`config.mk`:
```
export PLATFORM = sky130hd
export DESIGN_NAME = lsw_top
export DESIGN_NICKNAME = d
export VERILOG_FILES = /design/src/logic/lsw_pkg.sv /design/src/logic/lsw_sync.sv /design/src/logic/lsw_top.sv
export VERILOG_INCLUDE_DIRS = /design/src /design/src/logic
export SDC_FILE = /design/constraint.sdc
export NUM_CORES = 1
export LEC_CHECK = 0
export ABC_CLOCK_PERIOD_IN_PS = 3400
export BUFFER_PORTS_ARGS = -buffer_cell sky130_fd_sc_hd__buf_2
export CAP_MARGIN = 40
export CORE_MARGIN = 4
export CORE_UTILIZATION = 47
export CTS_CLUSTER_DIAMETER = 120
export DETAILED_ROUTE_END_ITERATION = 7
export GPL_TIMING_DRIVEN = 0
export PLACE_DENSITY = 0.77
export SYNTH_ARGS = -nofsm -noshare
export SYNTH_HDL_FRONTEND = slang
export SYNTH_SLANG_ARGS = --single-unit
```
`constraint.sdc`:
```
create_clock -name i_clk -period 3.4 [get_ports i_clk]
set_input_delay 0.17 -clock i_clk [delete_from_list [all_inputs] [get_ports i_clk]]
set_output_delay 0.17 -clock i_clk [all_outputs]
set_load 0.03 [all_outputs]
```
`src/logic/lsw_consts.svh`:
```
// constants for the led shift latch watchdog block
`ifndef LSW_CONSTS_SVH
`define LSW_CONSTS_SVH

// register word offsets, byte addresses
`define LSW_ADDR_STATUS  4'h0
`define LSW_ADDR_MASK    4'h4
`define LSW_ADDR_STATE   4'h8

// event bit positions in status and mask
`define LSW_EV_WDOG      0
`define LSW_EV_FAULT     1
`define LSW_EV_OTEMP     2
`define LSW_EV_W         3

// state register field positions
`define LSW_ST_SHIFT_LSB 0
`define LSW_ST_LATCH_LSB 8
`define LSW_ST_OTEMP     16
`define LSW_ST_EXPIRED   17
`define LSW_ST_FAULT     18

// fault flag positions inside the shift register
`define LSW_FLAG_A       6
`define LSW_FLAG_B       5

// reset values
`define LSW_RST_BYTE     8'h00
`define LSW_RST_EV       3'h0
`define LSW_RST_WORD     32'h0000_0000

// timing: watchdog interval and block clock rate
`define LSW_WDOG_TIMEOUT_MS 1000
`define LSW_CLK_KHZ         250000
`define LSW_WDOG_CYCLES     (`LSW_WDOG_TIMEOUT_MS * `LSW_CLK_KHZ)

`endif

```
`src/logic/lsw_pkg.sv`:
```
// types for the led shift latch watchdog block
package lsw_pkg;

  // watchdog states, one-hot
  typedef enum logic [1:0]
  {
    LSW_WD_WATCH   = 2'b01,
    LSW_WD_EXPIRED = 2'b10
  } lsw_wd_state_type;

  typedef logic [7:0] lsw_byte_type;

endpackage

```
`src/logic/lsw_sync.sv`:
```
// two flip-flop synchroniser for a group of outside levels
`timescale 1ns/100ps
module lsw_sync
#(
  parameter int W = 1
)
(
  input  wire logic         i_clk,
  input  wire logic         i_rst,
  input  wire logic         i_ce,
  input  wire logic [W-1:0] i_async,
  output logic      [W-1:0] o_sync
);

  logic [W-1:0] meta_q;

  // first stage is read only by the second
  always_ff @(posedge i_clk)
  begin
    if (i_rst)
    begin
      meta_q <= '0;
      o_sync <= '0;
    end
    else if (i_ce)
    begin
      meta_q <= i_async;
      o_sync <= meta_q;
    end
  end

endmodule

```
`src/logic/lsw_top.sv`:
```
// led shift register, output latch, watchdog and open-led fault reporting
//
// Contract
// - shifting and latching ignore the output gate; gate only drives sinks.
// - serial output follows shift data; each bit exits eight clocks after entry.
// - no edge on clock, data or load for 1 s clears the latch.
// - watchdog timeout clears only the latch, never the shift register.
// - leds stay off until new latch data; activity restarts the watchdog.
// - open fault is a commanded output carrying under half its current.
// - open faults are checked just after the latch load rising edge.
// - any fault sets shift bits 6 and 5 high, else both low.
// - fault loading leaves the other six shift bits unchanged.
// - after load, bit 7 shows; next clocks give bits 6, 5, then 4..0.
// - overtemperature forces outputs off, keeps registers, hysteresis 165/140 C.
// - data enters msb first, bit 7 on first clock, bit 0 on eighth.
// - latch follows shift register while load high, holds from falling edge.
// - gate high turns all sinks off without touching the latch.
// - reset clears registers, sinks off and serial output low.
//
// Chosen here: the register offsets and the address-and-strobe port.
`timescale 1ns/100ps
`include "lsw_consts.svh"
module lsw_top
  import lsw_pkg::*;
#(
  parameter int WDOG_CYCLES = `LSW_WDOG_CYCLES
)
(
  input  wire logic        i_clk,
  input  wire logic        i_rst,
  input  wire logic        i_ce,
  input  wire logic        i_serial_clk,
  input  wire logic        i_serial_data,
  input  wire logic        i_latch_load,
  input  wire logic        i_gate_n,
  input  wire logic [7:0]  i_open_fault,
  input  wire logic        i_temp_above_hi,
  input  wire logic        i_temp_below_lo,
  input  wire logic [3:0]  i_addr,
  input  wire logic [31:0] i_wdata,
  input  wire logic        i_wr,
  input  wire logic        i_rd,
  output logic [31:0]      o_rdata,
  output logic             o_serial_out,
  output logic [7:0]       o_led_sinks,
  output logic             o_irq
);

  // ----------------------------------------------------------------
  // input synchronisers
  // ----------------------------------------------------------------

  logic [13:0] sync_w;
  logic        sclk_s;
  logic        sdata_s;
  logic        load_s;
  logic        gate_n_s;
  logic [7:0]  open_s;
  logic        hot_s;
  logic        cool_s;

  lsw_sync #(.W(14)) u_sync
  (
    .i_clk   (i_clk),
    .i_rst   (i_rst),
    .i_ce    (i_ce),
    .i_async ({i_serial_clk, i_serial_data, i_latch_load, i_gate_n,
               i_open_fault, i_temp_above_hi, i_temp_below_lo}),
    .o_sync  (sync_w)
  );

  // named slices of the synchronised group; one capture for every pin
  // keeps related levels, like the two thresholds, aligned in time
  assign sclk_s   = sync_w[13];
  assign sdata_s  = sync_w[12];
  assign load_s   = sync_w[11];
  assign gate_n_s = sync_w[10];
  assign open_s   = sync_w[9:2];
  assign hot_s    = sync_w[1];
  assign cool_s   = sync_w[0];

  // ----------------------------------------------------------------
  // edge detection on the monitored inputs
  // ----------------------------------------------------------------

  logic sclk_prev_q;
  logic sdata_prev_q;
  logic load_prev_q;
  logic clk_rise;
  logic load_rise;
  logic any_edge;

  // previous levels, taken from the second stage only
  always_ff @(posedge i_clk)
  begin
    if (i_rst)
    begin
      sclk_prev_q  <= 1'b0;
      sdata_prev_q <= 1'b0;
      load_prev_q  <= 1'b0;
    end
    else if (i_ce)
    begin
      sclk_prev_q  <= sclk_s;
      sdata_prev_q <= sdata_s;
      load_prev_q  <= load_s;
    end
  end

  assign clk_rise  = sclk_s & ~sclk_prev_q;
  assign load_rise = load_s & ~load_prev_q;
  // any transition, either direction, counts as activity
  assign any_edge  = (sclk_s ^ sclk_prev_q) | (sdata_s ^ sdata_prev_q)
                   | (load_s ^ load_prev_q);

  // ----------------------------------------------------------------
  // shift register and fault insertion
  // ----------------------------------------------------------------

  lsw_byte_type sr_q;
  lsw_byte_type sr_d;
  lsw_byte_type sr_shift;
  logic         fault_any;
  logic         fault_last_q;

  // a commanded output that lacks current is open; the gate plays no part
  assign fault_any = |(sr_shift & open_s);
  // msb first: new bit enters at 0 and walks up to bit 7
  assign sr_shift  = clk_rise ? {sr_q[6:0], sdata_s} : sr_q;

  // fault flags overwrite bits 6 and 5 only, after any shift
  always_comb
  begin
    sr_d = sr_shift;
    if (load_rise)
    begin
      sr_d[`LSW_FLAG_A] = fault_any;
      sr_d[`LSW_FLAG_B] = fault_any;
    end
  end

  always_ff @(posedge i_clk)
  begin
    if (i_rst)
    begin
      sr_q         <= `LSW_RST_BYTE;
      fault_last_q <= 1'b0;
    end
    else if (i_ce)
    begin
      sr_q <= sr_d;
      if (load_rise)
        fault_last_q <= fault_any;
    end
  end

  // ----------------------------------------------------------------
  // watchdog
  // ----------------------------------------------------------------

  lsw_wd_state_type wd_state_q;
  lsw_wd_state_type wd_state_d;
  logic [27:0]      wd_cnt_q;
  logic             wd_fire;
  logic             wd_at_end;

  assign wd_at_end = (wd_cnt_q == 28'(WDOG_CYCLES - 1));
  assign wd_fire   = (wd_state_q == LSW_WD_WATCH) & wd_at_end & ~any_edge;

  // expired state only waits for activity; no lock-up
  always_comb
  begin
    case (wd_state_q)
      LSW_WD_WATCH:   wd_state_d = wd_fire ? LSW_WD_EXPIRED : LSW_WD_WATCH;
      LSW_WD_EXPIRED: wd_state_d = any_edge ? LSW_WD_WATCH : LSW_WD_EXPIRED;
      default:        wd_state_d = LSW_WD_WATCH;
    endcase
  end

  // counter restarts on any monitored edge
  always_ff @(posedge i_clk)
  begin
    if (i_rst)
    begin
      wd_state_q <= LSW_WD_WATCH;
      wd_cnt_q   <= 28'h0000000;
    end
    else if (i_ce)
    begin
      wd_state_q <= wd_state_d;
      if (any_edge)
        wd_cnt_q <= 28'h0000000;
      else if (!wd_at_end)
        wd_cnt_q <= wd_cnt_q + 28'h0000001;
    end
  end

  // ----------------------------------------------------------------
  // output latch and sinks
  // ----------------------------------------------------------------

  lsw_byte_type latch_q;
  lsw_byte_type latch_d;
  logic         latch_upd;
  logic         ot_q;
  logic         ot_d;

  // transparent while load high; fault insertion itself is not an update,
  // so the load edge keeps led data bits 6 and 5; clocks while load stays high shift the flags into bits 7 and 6
  assign latch_upd = load_rise | (load_s & clk_rise);
  assign latch_d   = wd_fire   ? `LSW_RST_BYTE
                   : latch_upd ? sr_shift
                   : latch_q;

  // overtemperature hysteresis, register contents untouched;
  // hot wins if both thresholds read true, which only a faulty sensor shows
  assign ot_d = hot_s ? 1'b1 : (cool_s ? 1'b0 : ot_q);

  always_ff @(posedge i_clk)
  begin
    if (i_rst)
    begin
      latch_q      <= `LSW_RST_BYTE;
      ot_q         <= 1'b0;
      o_led_sinks  <= `LSW_RST_BYTE;
      o_serial_out <= 1'b0;
    end
    else if (i_ce)
    begin
      latch_q      <= latch_d;
      ot_q         <= ot_d;
      o_led_sinks  <= (gate_n_s | ot_d) ? 8'h00 : latch_d;
      o_serial_out <= sr_d[7];
    end
  end

  // ----------------------------------------------------------------
  // register port and interrupt
  // ----------------------------------------------------------------

  logic [2:0]  st_q;
  logic [2:0]  st_d;
  logic [2:0]  mask_q;
  logic [2:0]  ev;
  logic [2:0]  st_clr;
  logic        wr_status;
  logic        wr_mask;
  logic [31:0] rd_mux;

  assign ev = {ot_d & ~ot_q, load_rise & fault_any, wd_fire};
  assign wr_status = i_wr & (i_addr == `LSW_ADDR_STATUS);
  assign wr_mask   = i_wr & (i_addr == `LSW_ADDR_MASK);
  assign st_clr    = wr_status ? i_wdata[2:0] : 3'h0;
  // a new event beats a clear in the same cycle
  assign st_d      = (st_q & ~st_clr) | ev;

  assign rd_mux = (i_addr == `LSW_ADDR_STATUS) ? {29'h0, st_q}
                : (i_addr == `LSW_ADDR_MASK)   ? {29'h0, mask_q}
                : (i_addr == `LSW_ADDR_STATE)  ? {13'h0, fault_last_q,
                    (wd_state_q == LSW_WD_EXPIRED), ot_q, latch_q, sr_q}
                : `LSW_RST_WORD;

  always_ff @(posedge i_clk)
  begin
    if (i_rst)
    begin
      st_q    <= `LSW_RST_EV;
      mask_q  <= `LSW_RST_EV;
      o_irq   <= 1'b0;
      o_rdata <= `LSW_RST_WORD;
    end
    else if (i_ce)
    begin
      st_q    <= st_d;
      if (wr_mask)
        mask_q <= i_wdata[2:0];
      o_irq   <= |(st_d & (wr_mask ? i_wdata[2:0] : mask_q));
      o_rdata <= i_rd ? rd_mux : `LSW_RST_WORD;
    end
  end
endmodule

```
======== Word level (Yosys, flattened, before mapping) ========
Cells that the tools add are included.
cells by class
  bitwise logic cells ..................... 25
  reduce and logical (&&, ||, !) cells .... 5
  eq/ne operators ......................... 6
  add/subtract/negate cells ............... 1
  mux-type cells .......................... 18
operators by type and width
  operator                                              number
  two-way mux 19 bit                                    4
  two-way mux 28 bit                                    2
  two-way mux 8 bit                                     4
  adder 28 x 1 -> 28 bit (second input constant)        1
  equality test 28 bit (second input constant)          1
  bitwise AND 1 bit                                     9
  bitwise AND 8 bit                                     1
  OR reduction 8 bit                                    1
  bitwise AND 3 bit                                     2
  two-way mux 2 bit                                     3
  two-way mux 3 bit                                     2
  equality test 4 x 3 -> 1 bit (second input constant)  1
  equality test 4 bit (second input constant)           1
  logical NOT 4 bit                                     1
  NOT 1 bit                                             4
  bitwise OR 1 bit                                      4
  case mux 2 bit (2 select lines)                       1
  AND reduction 2 bit                                   2
  NOT 3 bit                                             1
  bitwise OR 3 bit                                      1
  OR reduction 3 bit                                    1
  XOR 1 bit                                             3
  equality test 2 x 1 -> 1 bit (second input constant)  1
  equality test 2 bit (second input constant)           1
  other kinds (2)                                       3
storage, ports and cells
  output and inout bits ................... 42
  word-level logic and storage cells ...... 72
  input port bits ......................... 55
  bits in registers ....................... 127

======== Logic depth before layout (Yosys ltp) ========
Gate-level depths: netlist (run 1).
  depth after elaboration ................. 9
  mapped depth ............................ 10

======== Modules after synthesis ========
From an unflattened synthesis (run 1), not the netlist that was laid out.
unflattened totals
  cell total of the unflattened synthesis .. 588
  area, all modules ....................... 5188.7 µm²
modules (own cells, without submodules)
  module    cells an instance  times used  area an instance (µm²)
  lsw_top   498                1           4176.5
  lsw_sync  90                 1           1012.2

======== Least setup slack after synthesis (run 1) ========
No wires, ideal clock.
  kind .................................... register -> register
  start point ............................. register u_sync.o_sync[13]
  end point ............................... register o_irq
  arrival time ............................ 2190 ps
  setup slack ............................. 1085 ps
  stages on the path, launching flop included .. 9
  cells stage by stage .................... dfxtp_1 ha_1 clkbuf_1 buf_1 mux2i_1 o22a_1 nand4_1 and3_1 o41a_1
between the ends
  word-level cells in the longest chain between the ends .. 8
  elaborated cells between the ends (all ways) .. 13
RTL lines
  what                                                   line                            RTL
  start, declared                                        lsw_sync.sv:12                  output logic [W-1:0] o_sync
  start signal, assigned                                 lsw_sync.sv:28                  o_sync <= meta_q;
  bitwise AND 1 bit or XOR 1 bit (tied branches)         lsw_top.sv:110, lsw_top.sv:113
  two-way mux 8 bit or bitwise OR 1 bit (tied branches)  lsw_top.sv:129, lsw_top.sv:113
  bitwise AND 8 bit or bitwise OR 1 bit (tied branches)  lsw_top.sv:127, lsw_top.sv:114
  OR reduction 8 bit or NOT 1 bit (tied branches)        lsw_top.sv:127, lsw_top.sv:168
  bitwise AND 1 bit, on equally long branches            lsw_top.sv:250, lsw_top.sv:168
  bitwise OR 3 bit *                                     lsw_top.sv:255                  assign st_d = (st_q & ~st_clr) | ev;
  bitwise AND 3 bit *                                    lsw_top.sv:277                  o_irq <= |(st_d & (wr_mask ? i_wdata[2:0] : mask_q));
  OR reduction 3 bit *                                   lsw_top.sv:277
  end signal, assigned                                   lsw_top.sv:277
  end, declared                                          lsw_top.sv:46                   output logic o_irq
Mark *: on every way between the ends. The rest lies on a longest branch, timed or not.
A chain may end at the register's enable or synchronous reset.

======== Worst setup path after layout (run 1) ========
  start point ............................. register sclk_prev_q
  end point ............................... register o_led_sinks[1]
between the ends
  word-level cells in the longest chain between the ends .. 7
  elaborated cells between the ends (all ways) .. 13
RTL lines
  what                                                    line                            RTL
  start, declared                                         lsw_top.sv:86                   logic sclk_prev_q;
  start signal, assigned                                  lsw_top.sv:104                  sclk_prev_q <= sclk_s;
  NOT 1 bit or XOR 1 bit (tied branches)                  lsw_top.sv:110, lsw_top.sv:113
  bitwise AND 1 bit or bitwise OR 1 bit (tied branches)   lsw_top.sv:110, lsw_top.sv:113
  bitwise AND 1 bit or bitwise OR 1 bit (tied branches)   lsw_top.sv:210, lsw_top.sv:114
  bitwise OR 1 bit or NOT 1 bit (tied branches)           lsw_top.sv:210, lsw_top.sv:168
  two-way mux 8 bit or bitwise AND 1 bit (tied branches)  lsw_top.sv:212, lsw_top.sv:168
  two-way mux 8 bit *                                     lsw_top.sv:211                  assign latch_d = wd_fire ? `LSW_RST_BYTE
  two-way mux 8 bit *                                     lsw_top.sv:232                  o_led_sinks <= (gate_n_s | ot_d) ? 8'h00 : latch_d;
  end signal, assigned                                    lsw_top.sv:225                  o_led_sinks <= `LSW_RST_BYTE;
  end signal, assigned                                    lsw_top.sv:232
  end, declared                                           lsw_top.sv:45                   output logic [7:0] o_led_sinks,
Marks and branches as above.

==> flow_metrics.env, run 1 <==
export IMPL_first_global_vias=4482
export IMPL_slowest_delay_ns=0.76
export IMPL_synth_edf_count=0
export IMPL_p_int_mw=2.54
export IMPL_hold_path_startpoint="i_open_fault[5]"
export IMPL_synthTopCellsByArea="dfxtp_1 (43%), mux2i_1 (8.3%), nor2_1 (6.5%)"
export IMPL_area_delta_synth_final_pct=20.9
export IMPL_row_count=38
export IMPL_first_pass_iters=5
export IMPL_grt_util_all_layers=0.210
export IMPL_grt_pass1_wl_mm=21.8
export IMPL_crit_chain="inv_1, ha_1, clkbuf_1, buf_1, a21oi_1, clkbuf_1, o21ai_0, a32oi_1, nor2_1"
export IMPL_die_x_um=114
export IMPL_endpoint_kind="register"
export IMPL_fp_dieArea_um2=13000
export IMPL_drt_iter0_drc=380
export IMPL_tightest_slew_ns=0.824
export IMPL_route_vias_total=4749
export IMPL_synth_seq_cells=113
export IMPL_diodes=0
export IMPL_port_buffer_count=51
export IMPL_wl_mm=13.5
export IMPL_finalNonFillerCells=828
export IMPL_final_nets=737
export IMPL_ir_worst_vdd_mv=0.341
export IMPL_ys_flop_type="dfxtp_1"
export IMPL_total_power_mw=3.32
export IMPL_path_common_cell="clkbuf_1"
export IMPL_fp_dieH_um=114
export IMPL_yosysMostFrequentCell="dfxtp_1"
export IMPL_hpwlAfterDp_mm=9.84
export IMPL_status="finished, final reports clean"
export IMPL_power_frac_clock=0.514
export IMPL_startpoint="sclk_prev_q$_SDFFE_PP0P_"
export IMPL_crit_family="compound AO/OA/AOI/OAI gates"
export IMPL_combPwrFrac=0.072
export IMPL_r2r_slack_ns=0.56
export IMPL_cts_root_buf="clkbuf_16"
export IMPL_clock_latency_ns=0.42
export IMPL_ys_seq_area_frac=0.428
export IMPL_finalSetupViolCount=0
export IMPL_via_per_inst=5.74
export IMPL_required_ns=3.68
export IMPL_cts_tree="yes"
export IMPL_gp_congestion=0.875
export IMPL_clk_pin_slew_worst_paths_ns=0.05
export IMPL_cts_max_path_buffers=2
export IMPL_worstHoldPathType="input pin to register"
export IMPL_syn_mean_instance_area_um2=8.98
export IMPL_critPathKind="register to register"
export IMPL_yosys_warnings=0
export IMPL_clock_sinks=113
export IMPL_drtAntennaViolNets=0
export IMPL_fmax_mhz=352
export IMPL_rsz0062_at_grt="no"
export IMPL_syn_inst=589
export IMPL_cp_data_arrival_time_ns=3.12
export IMPL_ys_async_sr_fraction=0
export IMPL_setup_tns_ns=0
export IMPL_leakage_nw=2.46
export IMPL_p_seq_frac=0.414
export IMPL_cts_made_buffers=17
export IMPL_fp_coreArea_um2=10900
export IMPL_swShare=0.235
export IMPL_grt_max_degree=17
export IMPL_final_util=0.585
export IMPL_yosysTopAreaCell="dfxtp_1"
export IMPL_fin_crit_sh=0.837
export IMPL_synth_common_cells="dfxtp_1 (113), nor2_1 (92), mux2i_1 (44)"
export IMPL_synth_cell_types=64
export IMPL_critPathMaxFanout=10
export IMPL_dp_cells=793
export IMPL_overflow=0
export IMPL_r2r_start="sclk_prev_q$_SDFFE_PP0P_"
export IMPL_crit_path_start_kind="register"
export IMPL_dp_slack_ns=0.649
export IMPL_drive_gt1_frac=0.198
export IMPL_io_pin_count=97
export IMPL_post_drt_wl_per_cell_um=16.3
export IMPL_slew_viol_final=0
export IMPL_netlist_area_um2=5290
export IMPL_maxCapViolCount=0
export IMPL_p_per_area_nw_per_um2=520
export IMPL_slew_headroom=0.451
export IMPL_critPathBufInv=4
export IMPL_htreeDepth=4
export IMPL_timing_final_ws_setup_ns=0.555
export IMPL_slowest_stage="a21oi_1"
export IMPL_synth_top_area_frac=0.428
export IMPL_skew_ns=0.00534
export IMPL_initial_core_util=0.483
export IMPL_antenna_found_initial=0
export IMPL_fin_crit_ns=2.84
export IMPL_post_route_drc_count=0
export IMPL_hold_viol=0
export IMPL_p_sw_mw=0.782
## through the flow
step                hold WS (ns)  cell area, um^2
finish                   0.00420             6390
global route             0.00977             6390
CTS                      0.00314             6390
detailed placement         0.411             5770
global placement           0.407             5760
floorplan                  0.314             5330
## state kept, by name, summed over array words and instances, names as in the netlist, 2 cells and up
signal	flops
wd_cnt_q	28
o_rdata	19
u_sync.meta_q	14
u_sync.o_sync	14
latch_q	8
o_led_sinks	8
sr_q	8
mask_q	3
st_q	3
wd_state_q	2
## cell families after synthesis
family / after synthesis / share of synthesized area
compound gates: 111 / 0.156
simple gates: 229 / 0.221
xor+xnor: 16 / 0.0265
flops: 113 / 0.428
fa+ha+maj: 5 / 0.0118
other cells: 1 / 0.000709
buf+inv: 67 / 0.0656
mux: 47 / 0.0897
## placed cells by master, fill, tap and decap left out, types with 9 or more instances in the layout
cell / instances
dfxtp_1: 113
conb_1: 13
inv_1: 17
nor4_1: 9
clkbuf_1: 29
nand2b_1: 11
a22oi_1: 18
buf_2: 53
xnor2_1: 16
mux2i_1: 44
clkbuf_16: 17
o21ai_0: 13
nand2_1: 39
nand4_1: 12
nand3_1: 16
a21oi_1: 17
buf_4: 13
nor2_1: 92
## path summary, 6_finish.rpt
path / endpoint / depth (start not counted)
setup reg to reg: o_led_sinks[1]$_SDFFE_PP0P_ / 9
hold reg to reg: o_rdata[2]$_SDFFE_PP0P_ / 2
hold / removal: u_sync.meta_q[7]$_SDFFE_PP0P_ / 3
setup / recovery: o_led_sinks[1]$_SDFFE_PP0P_ / 9
## worst reg2reg max path, cell delays in order (launching register included)
cell,delay [ns]
dfxtp_1,0.35
inv_1,0.05
ha_1,0.16
clkbuf_1,0.18
buf_1,0.33
a21oi_1,0.76
clkbuf_1,0.38
o21ai_0,0.19
a32oi_1,0.24
nor2_1,0.07
## layer usage
metal | part of all wire | track usage
met1 | 0.43 | 0.266
met2 | 0.47 | 0.341
met3 | 0.074 | 0.0597
met4 | 0.021 | 0.0784
met5 | 0 | 0
## layout make-up
type,instances,area [um^2]
fill,930,4540
multi-input combinational,421,2730
sequential,113,2260
clock buffer,20,457
timing repair buffer,57,310
buffer,50,283
tap,140,175
clock inverter,10,113
inverter,17,63.8
## power by group through the flow
stage	clock (mW)	combinational, mW	sequential [mW]
finish	1.71	0.238	1.38
global route	1.79	0.258	1.38
CTS	1.72	0.235	1.38
detailed placement	0	0.229	1.40
global placement	0	0.221	1.40
floorplan	0	0.164	1.40
## repair_timing
action | in CTS | in global routing
resized for setup | 0 | 0
hold buffers | 5 | 0
hold endpoints to repair | 5 | 0
setup buffers | 0 | 0
Note: power is estimated with default switching activity, not from simulation.
==> run 2: changes to the inputs <==
--- a/config.mk
+++ b/config.mk
@@ -6,7 +6,7 @@
 export SDC_FILE = /design/constraint.sdc
 export NUM_CORES = 1
 export LEC_CHECK = 0
-export ABC_CLOCK_PERIOD_IN_PS = 3400
+export ABC_CLOCK_PERIOD_IN_PS = 2470
 export BUFFER_PORTS_ARGS = -buffer_cell sky130_fd_sc_hd__buf_2
 export CAP_MARGIN = 40
 export CORE_MARGIN = 4
@@ -14,7 +14,7 @@
 export CTS_CLUSTER_DIAMETER = 120
 export DETAILED_ROUTE_END_ITERATION = 7
 export GPL_TIMING_DRIVEN = 0
-export PLACE_DENSITY = 0.77
+export PLACE_DENSITY = 0.8
 export SYNTH_ARGS = -nofsm -noshare
 export SYNTH_HDL_FRONTEND = slang
 export SYNTH_SLANG_ARGS = --single-unit
==> constraint.sdc (replaced) <==
create_clock -name i_clk -period 2.47 [get_ports i_clk]
set_input_delay 0.1235 -clock i_clk [delete_from_list [all_inputs] [get_ports i_clk]]
set_output_delay 0.1235 -clock i_clk [all_outputs]
set_load 0.03 [all_outputs]
==> run 2 against run 1 <==
Against the previous run:
- total power grew 37%
- clock skew grew 0.0025 ns
- sequential power up 37%
- clock-buffer cell count unchanged
- via count increased by 2.6%
- global-route usage increased by 1.0 points
- critical path depth shrank 2
- final cell count grew 1.6%
- register-to-register slack got worse by 0.51 ns
- critical path type unchanged
- critical endpoint is now o_irq$_SDFFE_PP0P_
- highest routed layer unchanged
==> flow_metrics.env, run 2 (same netlist as run 1, synthesis figures left out) <==
export IMPL_via_per_inst=5.79
export IMPL_post_drt_wl_per_cell_um=16.8
export IMPL_antenna_found_initial=0
export IMPL_required_ns=2.77
export IMPL_highest_layer="met4"
export IMPL_largest_register_ffs=28
export IMPL_clock_sinks=113
export IMPL_drtAntennaViolNets=0
export IMPL_cts_made_buffers=17
export IMPL_wl_met3_um=966
export IMPL_final_util=0.598
export IMPL_route_met2_wl_mm=6.89
export IMPL_finalNonFillerCells=841
export IMPL_status="finished, final reports clean"
export IMPL_first_global_vias=4855
export IMPL_fin_crit_sh=0.983
export IMPL_gp_congestion=0.931
export IMPL_row_count=38
export IMPL_layout_commonest_cell="dfxtp_1"
export IMPL_ir_worst_vdd_mv=0.604
export IMPL_cts_tree="yes"
export IMPL_fmax_mhz=412
export IMPL_initial_core_util=0.483
export IMPL_dp_slack_ns=-0.225
export IMPL_r2r_slack_ns=0.04
export IMPL_final_nets=748
export IMPL_hold_viol=0
export IMPL_io_pin_count=97
export IMPL_htreeDepth=4
export IMPL_p_per_area_nw_per_um2=697
export IMPL_grt_util_all_layers=0.221
export IMPL_port_buffer_count=51
export IMPL_final_cell_mix="dfxtp_1 (113), nor2_1 (92), buf_2 (53), mux2i_1 (44), nand2_1 (38)"
export IMPL_die_x_um=114
export IMPL_clock_latency_ns=0.41
export IMPL_skew_ns=0.00789
export IMPL_drt_iter0_drc=460
export IMPL_maxCapViolCount=0
export IMPL_critPathKind="register to register"
export IMPL_leakage_nw=2.52
export IMPL_top_regs="wd_cnt_q x28, o_rdata x19"
export IMPL_hold_path_startpoint="i_wdata[2]"
export IMPL_overflow=0
export IMPL_hold_depth=3
export IMPL_fp_dieH_um=114
export IMPL_reg2regPathDepth=7
export IMPL_route_vias_total=4872
export IMPL_hold_end="mask_q[2]$_SDFFE_PP0P_"
export IMPL_hpwlAfterDp_mm=9.65
export IMPL_worstReg2RegEnd="o_irq$_SDFFE_PP0P_"
export IMPL_finalSetupViolCount=0
export IMPL_cp_data_arrival_time_ns=2.72
export IMPL_hold_worst_slack_ns=0.0125
export IMPL_grt_max_degree=17
export IMPL_drt_met1_wl_mm=5.86
export IMPL_clk_pin_slew_worst_paths_ns=0.06
export IMPL_critPathMaxFanout=6
export IMPL_slew_viol_final=0
export IMPL_area_delta_synth_final_pct=23.8
export IMPL_r2r_start="u_sync.o_sync[13]$_SDFFE_PP0P_"
export IMPL_grt_pass1_wl_mm=23.2
export IMPL_crit_path_start_kind="register"
export IMPL_fp_coreArea_um2=10900
export IMPL_rsz0062_at_grt="yes"
export IMPL_fin_crit_ns=2.43
export IMPL_post_route_drc_count=0
export IMPL_wl_mm=14.1
export IMPL_top_register="wd_cnt_q"
export IMPL_cts_root_buf="clkbuf_16"
export IMPL_slew_headroom=0.506
export IMPL_tightest_slew_ns=0.742
export IMPL_first_pass_iters=5
export IMPL_dp_cells=793
export IMPL_diodes=0
export IMPL_timing_final_ws_setup_ns=0.0409
export IMPL_fillCellCount=883
export IMPL_fp_dieArea_um2=13000
export IMPL_worstHoldPathType="input pin to register"
export IMPL_drive_gt1_frac=0.211
export IMPL_cts_max_path_buffers=2
export IMPL_endpoint_kind="register"
[run 2: changes by cell type in the layout (fill, tap and decap cells not counted), sizes merged]
cell         change
bufinv           -1
clkinv           +1
dlygate4sd3      +9
buf              +2
inv              +2
[run 2: report_power, final]
group	total (mW)	switching [mW]	leakage (nW)	internal, mW
combinational	0.352	0.218	1.34	0.134
clock	2.32	0.883	0.265	1.43
sequential	1.89	0.0338	0.916	1.86
total	4.56	1.13	2.52	3.43
[run 2: final cells by class]
cell class | count | area (um^2) | share of cell area
inverters | 17 | 63.8 | 0.00975
repair buffers | 68 | 415 | 0.0635
multi-input cells | 421 | 2770 | 0.424
clock inverters | 12 | 109 | 0.0166
clock buffers | 20 | 457 | 0.0698
well taps | 140 | 175 | 0.0268
plain buffers | 50 | 288 | 0.0440
flip-flops and latches | 113 | 2260 | 0.346
[run 2: per-layer routing]
metal,vias up,GRT usage
met5,-,0
met4,0,0.0839
met3,44,0.0629
met2,195,0.379
met1,2346,0.261
li1,2287,-
[run 2: repair_timing]
action / CTS / global route
gates resized for setup: 5 / 7
endpoints found under the setup margin: 17 / 21
hold buffers: 14 / 0
setup buffers: 0 / 2
hold endpoints to repair: 14 / 0
pin swaps: 1 / 3
[run 2: worst max path at each step]
stage | from | end | slack [ns] | depth (start not counted)
2_1_floorplan | u_sync.o_sync[13]$_SDFFE_PP0P_ | o_irq$_SDFFE_PP0P_ | 0.15 | 8
3_3_place_gp | u_sync.o_sync[0]$_SDFFE_PP0P_ | o_led_sinks[6]$_SDFFE_PP0P_ | -0.26 | 4
3_5_place_dp | sclk_prev_q$_SDFFE_PP0P_ | o_led_sinks[0]$_SDFFE_PP0P_ | -0.22 | 9
4_1_cts | u_sync.o_sync[11]$_SDFFE_PP0P_ | latch_q[0]$_SDFFE_PP0P_ | 0.004 | 6
5_1_grt | u_sync.o_sync[13]$_SDFFE_PP0P_ | o_irq$_SDFFE_PP0P_ | -0.05 | 8
6_report | u_sync.o_sync[13]$_SDFFE_PP0P_ | o_irq$_SDFFE_PP0P_ | 0.04 | 7
[run 2: critical path, stage by stage (launching register included)]
cell and delay, ns:
dfxtp_1 0.37, ha_1 0.16, clkbuf_1 0.28, mux2i_1 0.48
o22a_1 0.20, nand4_1 0.20, and3_1 0.24, o41a_1 0.38
[run 2: per-stage QoR]
| step | power, mW | setup TNS [ns] | cell area [um^2] |
|---|---|---|---|
| final | 4.56 | 0 | 6540 |
| after global routing | 4.69 | -0.0542 | 6540 |
| after CTS | 4.56 | 0 | 6500 |
| after detailed placement | 2.25 | -2.07 | 5770 |
| after global placement | 2.23 | -2.11 | 5760 |
| after floorplan | 2.15 | 0 | 5330 |
==> run 3: changes to the inputs <==
--- a/config.mk
+++ b/config.mk
@@ -13,7 +13,6 @@
 export CORE_UTILIZATION = 47
 export CTS_CLUSTER_DIAMETER = 120
 export DETAILED_ROUTE_END_ITERATION = 7
-export GPL_TIMING_DRIVEN = 0
 export PLACE_DENSITY = 0.8
 export SYNTH_ARGS = -nofsm -noshare
 export SYNTH_HDL_FRONTEND = slang
==> run 3 against run 2 <==
Against the previous run:
- clock skew about the same
- critical path depth up 2
- combinational power down 9.1%
- final cell count down 3.4%
- first-iteration DRC count down 23%
- critical path type unchanged
==> flow_metrics.env, run 3 (same netlist as run 1, synthesis figures left out) <==
export IMPL_grt_busiest_layer="met2"
export IMPL_critPathMaxFanout=9
export IMPL_cts_root_buf="clkbuf_16"
export IMPL_finalSetupViolCount=0
export IMPL_tightest_slew_ns=0.727
export IMPL_grt_pass1_wl_mm=22.7
export IMPL_worstHoldPathType="input pin to register"
export IMPL_slowest_stage="or4b_4"
export IMPL_cts_tree="yes"
export IMPL_crit_chain="inv_1, ha_1, nand2_1, or4b_4, buf_4, nand4bb_1, buf_6, a211o_1, a21oi_1"
export IMPL_slew_viol_final=0
export IMPL_antenna_found_initial=0
export IMPL_diodes=0
export IMPL_hold_worst_slack_ns=0.00261
export IMPL_hold_path_startpoint="i_wdata[1]"
export IMPL_fillCellCount=877
export IMPL_cts_made_buffers=17
export IMPL_overflow=0
export IMPL_port_buffer_count=54
export IMPL_rsz0062_at_grt="no"
export IMPL_die_x_um=114
export IMPL_met1_usage=0.258
export IMPL_finalNonFillerCells=812
export IMPL_grt_util_met3=0.0465
export IMPL_hpwlAfterDp_mm=8.57
export IMPL_area_delta_synth_final_pct=21.8
export IMPL_cts_max_path_buffers=2
export IMPL_fp_dieArea_um2=13000
export IMPL_first_pass_iters=5
export IMPL_hold_viol=0
export IMPL_reg2regPathDepth=9
export IMPL_drtAntennaViolNets=0
export IMPL_required_ns=2.81
export IMPL_top_regs="wd_cnt_q x28, o_rdata x19"
export IMPL_post_drt_wl_per_cell_um=16.8
export IMPL_clk_pin_slew_worst_paths_ns=0.06
export IMPL_clock_latency_ns=0.41
export IMPL_clock_sinks=113
export IMPL_first_global_vias=4731
export IMPL_skew_ns=0.00753
export IMPL_hold_depth=3
export IMPL_fp_dieH_um=114
export IMPL_drive_gt1_frac=0.213
export IMPL_p_per_area_nw_per_um2=738
export IMPL_io_pin_count=97
export IMPL_leakage_nw=2.50
export IMPL_grt_util_all_layers=0.215
export IMPL_htreeDepth=4
export IMPL_slew_headroom=0.515
export IMPL_grt_max_degree=49
export IMPL_cp_data_arrival_time_ns=2.72
export IMPL_route_vias_total=4654
export IMPL_endpoint_kind="register"
export IMPL_ir_worst_vdd_mv=0.523
export IMPL_cts_setup_buffers=0
export IMPL_setup_tns_ns=0
export IMPL_layout_commonest_cell="dfxtp_1"
export IMPL_post_route_drc_count=0
export IMPL_r2r_start="load_prev_q$_SDFFE_PP0P_"
export IMPL_slowest_delay_ns=0.51
export IMPL_via_per_inst=5.73
export IMPL_final_cell_mix="dfxtp_1 (113), nor2_1 (92), buf_2 (54), mux2i_1 (44), nand2_1 (39)"
export IMPL_total_power_mw=4.75
export IMPL_dp_cells=765
export IMPL_fmax_mhz=420
export IMPL_final_nets=719
export IMPL_fp_coreArea_um2=10900
export IMPL_maxCapViolCount=0
export IMPL_fin_crit_sh=0.965
export IMPL_startpoint="load_prev_q$_SDFFE_PP0P_"
export IMPL_largest_register_ffs=28
export IMPL_grtUsageMet2=0.370
export IMPL_gp_congestion=0.916
export IMPL_row_count=38
export IMPL_crit_path_start_kind="register"
export IMPL_status="finished, final reports clean"
export IMPL_initial_core_util=0.483
export IMPL_drt_iter0_drc=356
export IMPL_wl_mm=13.6
export IMPL_top_register="wd_cnt_q"
export IMPL_critPathKind="register to register"
export IMPL_fin_crit_ns=2.38
==> run 3: changes by cell type in the layout (fill, tap and decap cells not counted), moves of 4 or more <==
cell        delta
clkinvlp_4     -4
clkinv_4       +4
clkbuf_1      -28
clkbuf_8       -4
==> run 3: through the flow <==
step / worst slack, ns / area [um^2] / util
CTS: 0.0351 / 6430 / 0.588
detailed placement: 0.0618 / 5660 / 0.517
global route: 0.00278 / 6440 / 0.589
global placement: 0.114 / 5660 / 0.517
floorplan: 0.155 / 5330 / -
finish: 0.0869 / 6440 / 0.589
==> run 3: worst paths after layout <==
check | slack, ns | endpoint
setup / recovery | 0.09 | wd_state_q[1]$_SDFFE_PP0P_
hold / removal | 0.003 | mask_q[1]$_SDFFE_PP0P_
setup reg to reg | 0.09 | wd_state_q[1]$_SDFFE_PP0P_
hold reg to reg | 0.48 | o_led_sinks[6]$_SDFFE_PP0P_
==> run 3: cell type report <==
cell class                      instances  area (um^2)  area share
Multi-Input combinational cell        421         2730       0.424
Sequential cell                       113         2260       0.351
Clock buffer                           18          439      0.0682
Clock inverter                         14          180      0.0280
Timing Repair Buffer                   89          587      0.0912
Inverter                               17         63.8     0.00991
Tap cell                              140          175      0.0272
==> run 3: power breakdown <==
part	leakage (nW)	total, mW	internal, mW	switching [mW]
Combinational	1.28	0.320	0.119	0.200
Clock	0.303	2.54	1.63	0.911
Sequential	0.916	1.89	1.86	0.0340
==> run 3: what timing repair did <==
action / CTS / global route
hold buffers: 15 / 0
endpoints found under the setup margin: 0 / 10
resized for setup: 0 / 3
endpoints found under the hold margin: 15 / 0
==> run 3: critical path, delay by kind of cell (launching register included) <==
kind            cells  cell delay (ns)
simple gates        3             0.85
buf+inv             3             0.44
compound gates      2             0.36
flops               1             0.35
fa+ha+maj           1             0.31
==> run 3: metal layers <==
layer | part of all wire | vias up
li1 | - | 2225
met1 | 0.41 | 2219
met2 | 0.50 | 168
met3 | 0.056 | 42
met4 | 0.027 | 0
met5 | 0 | -
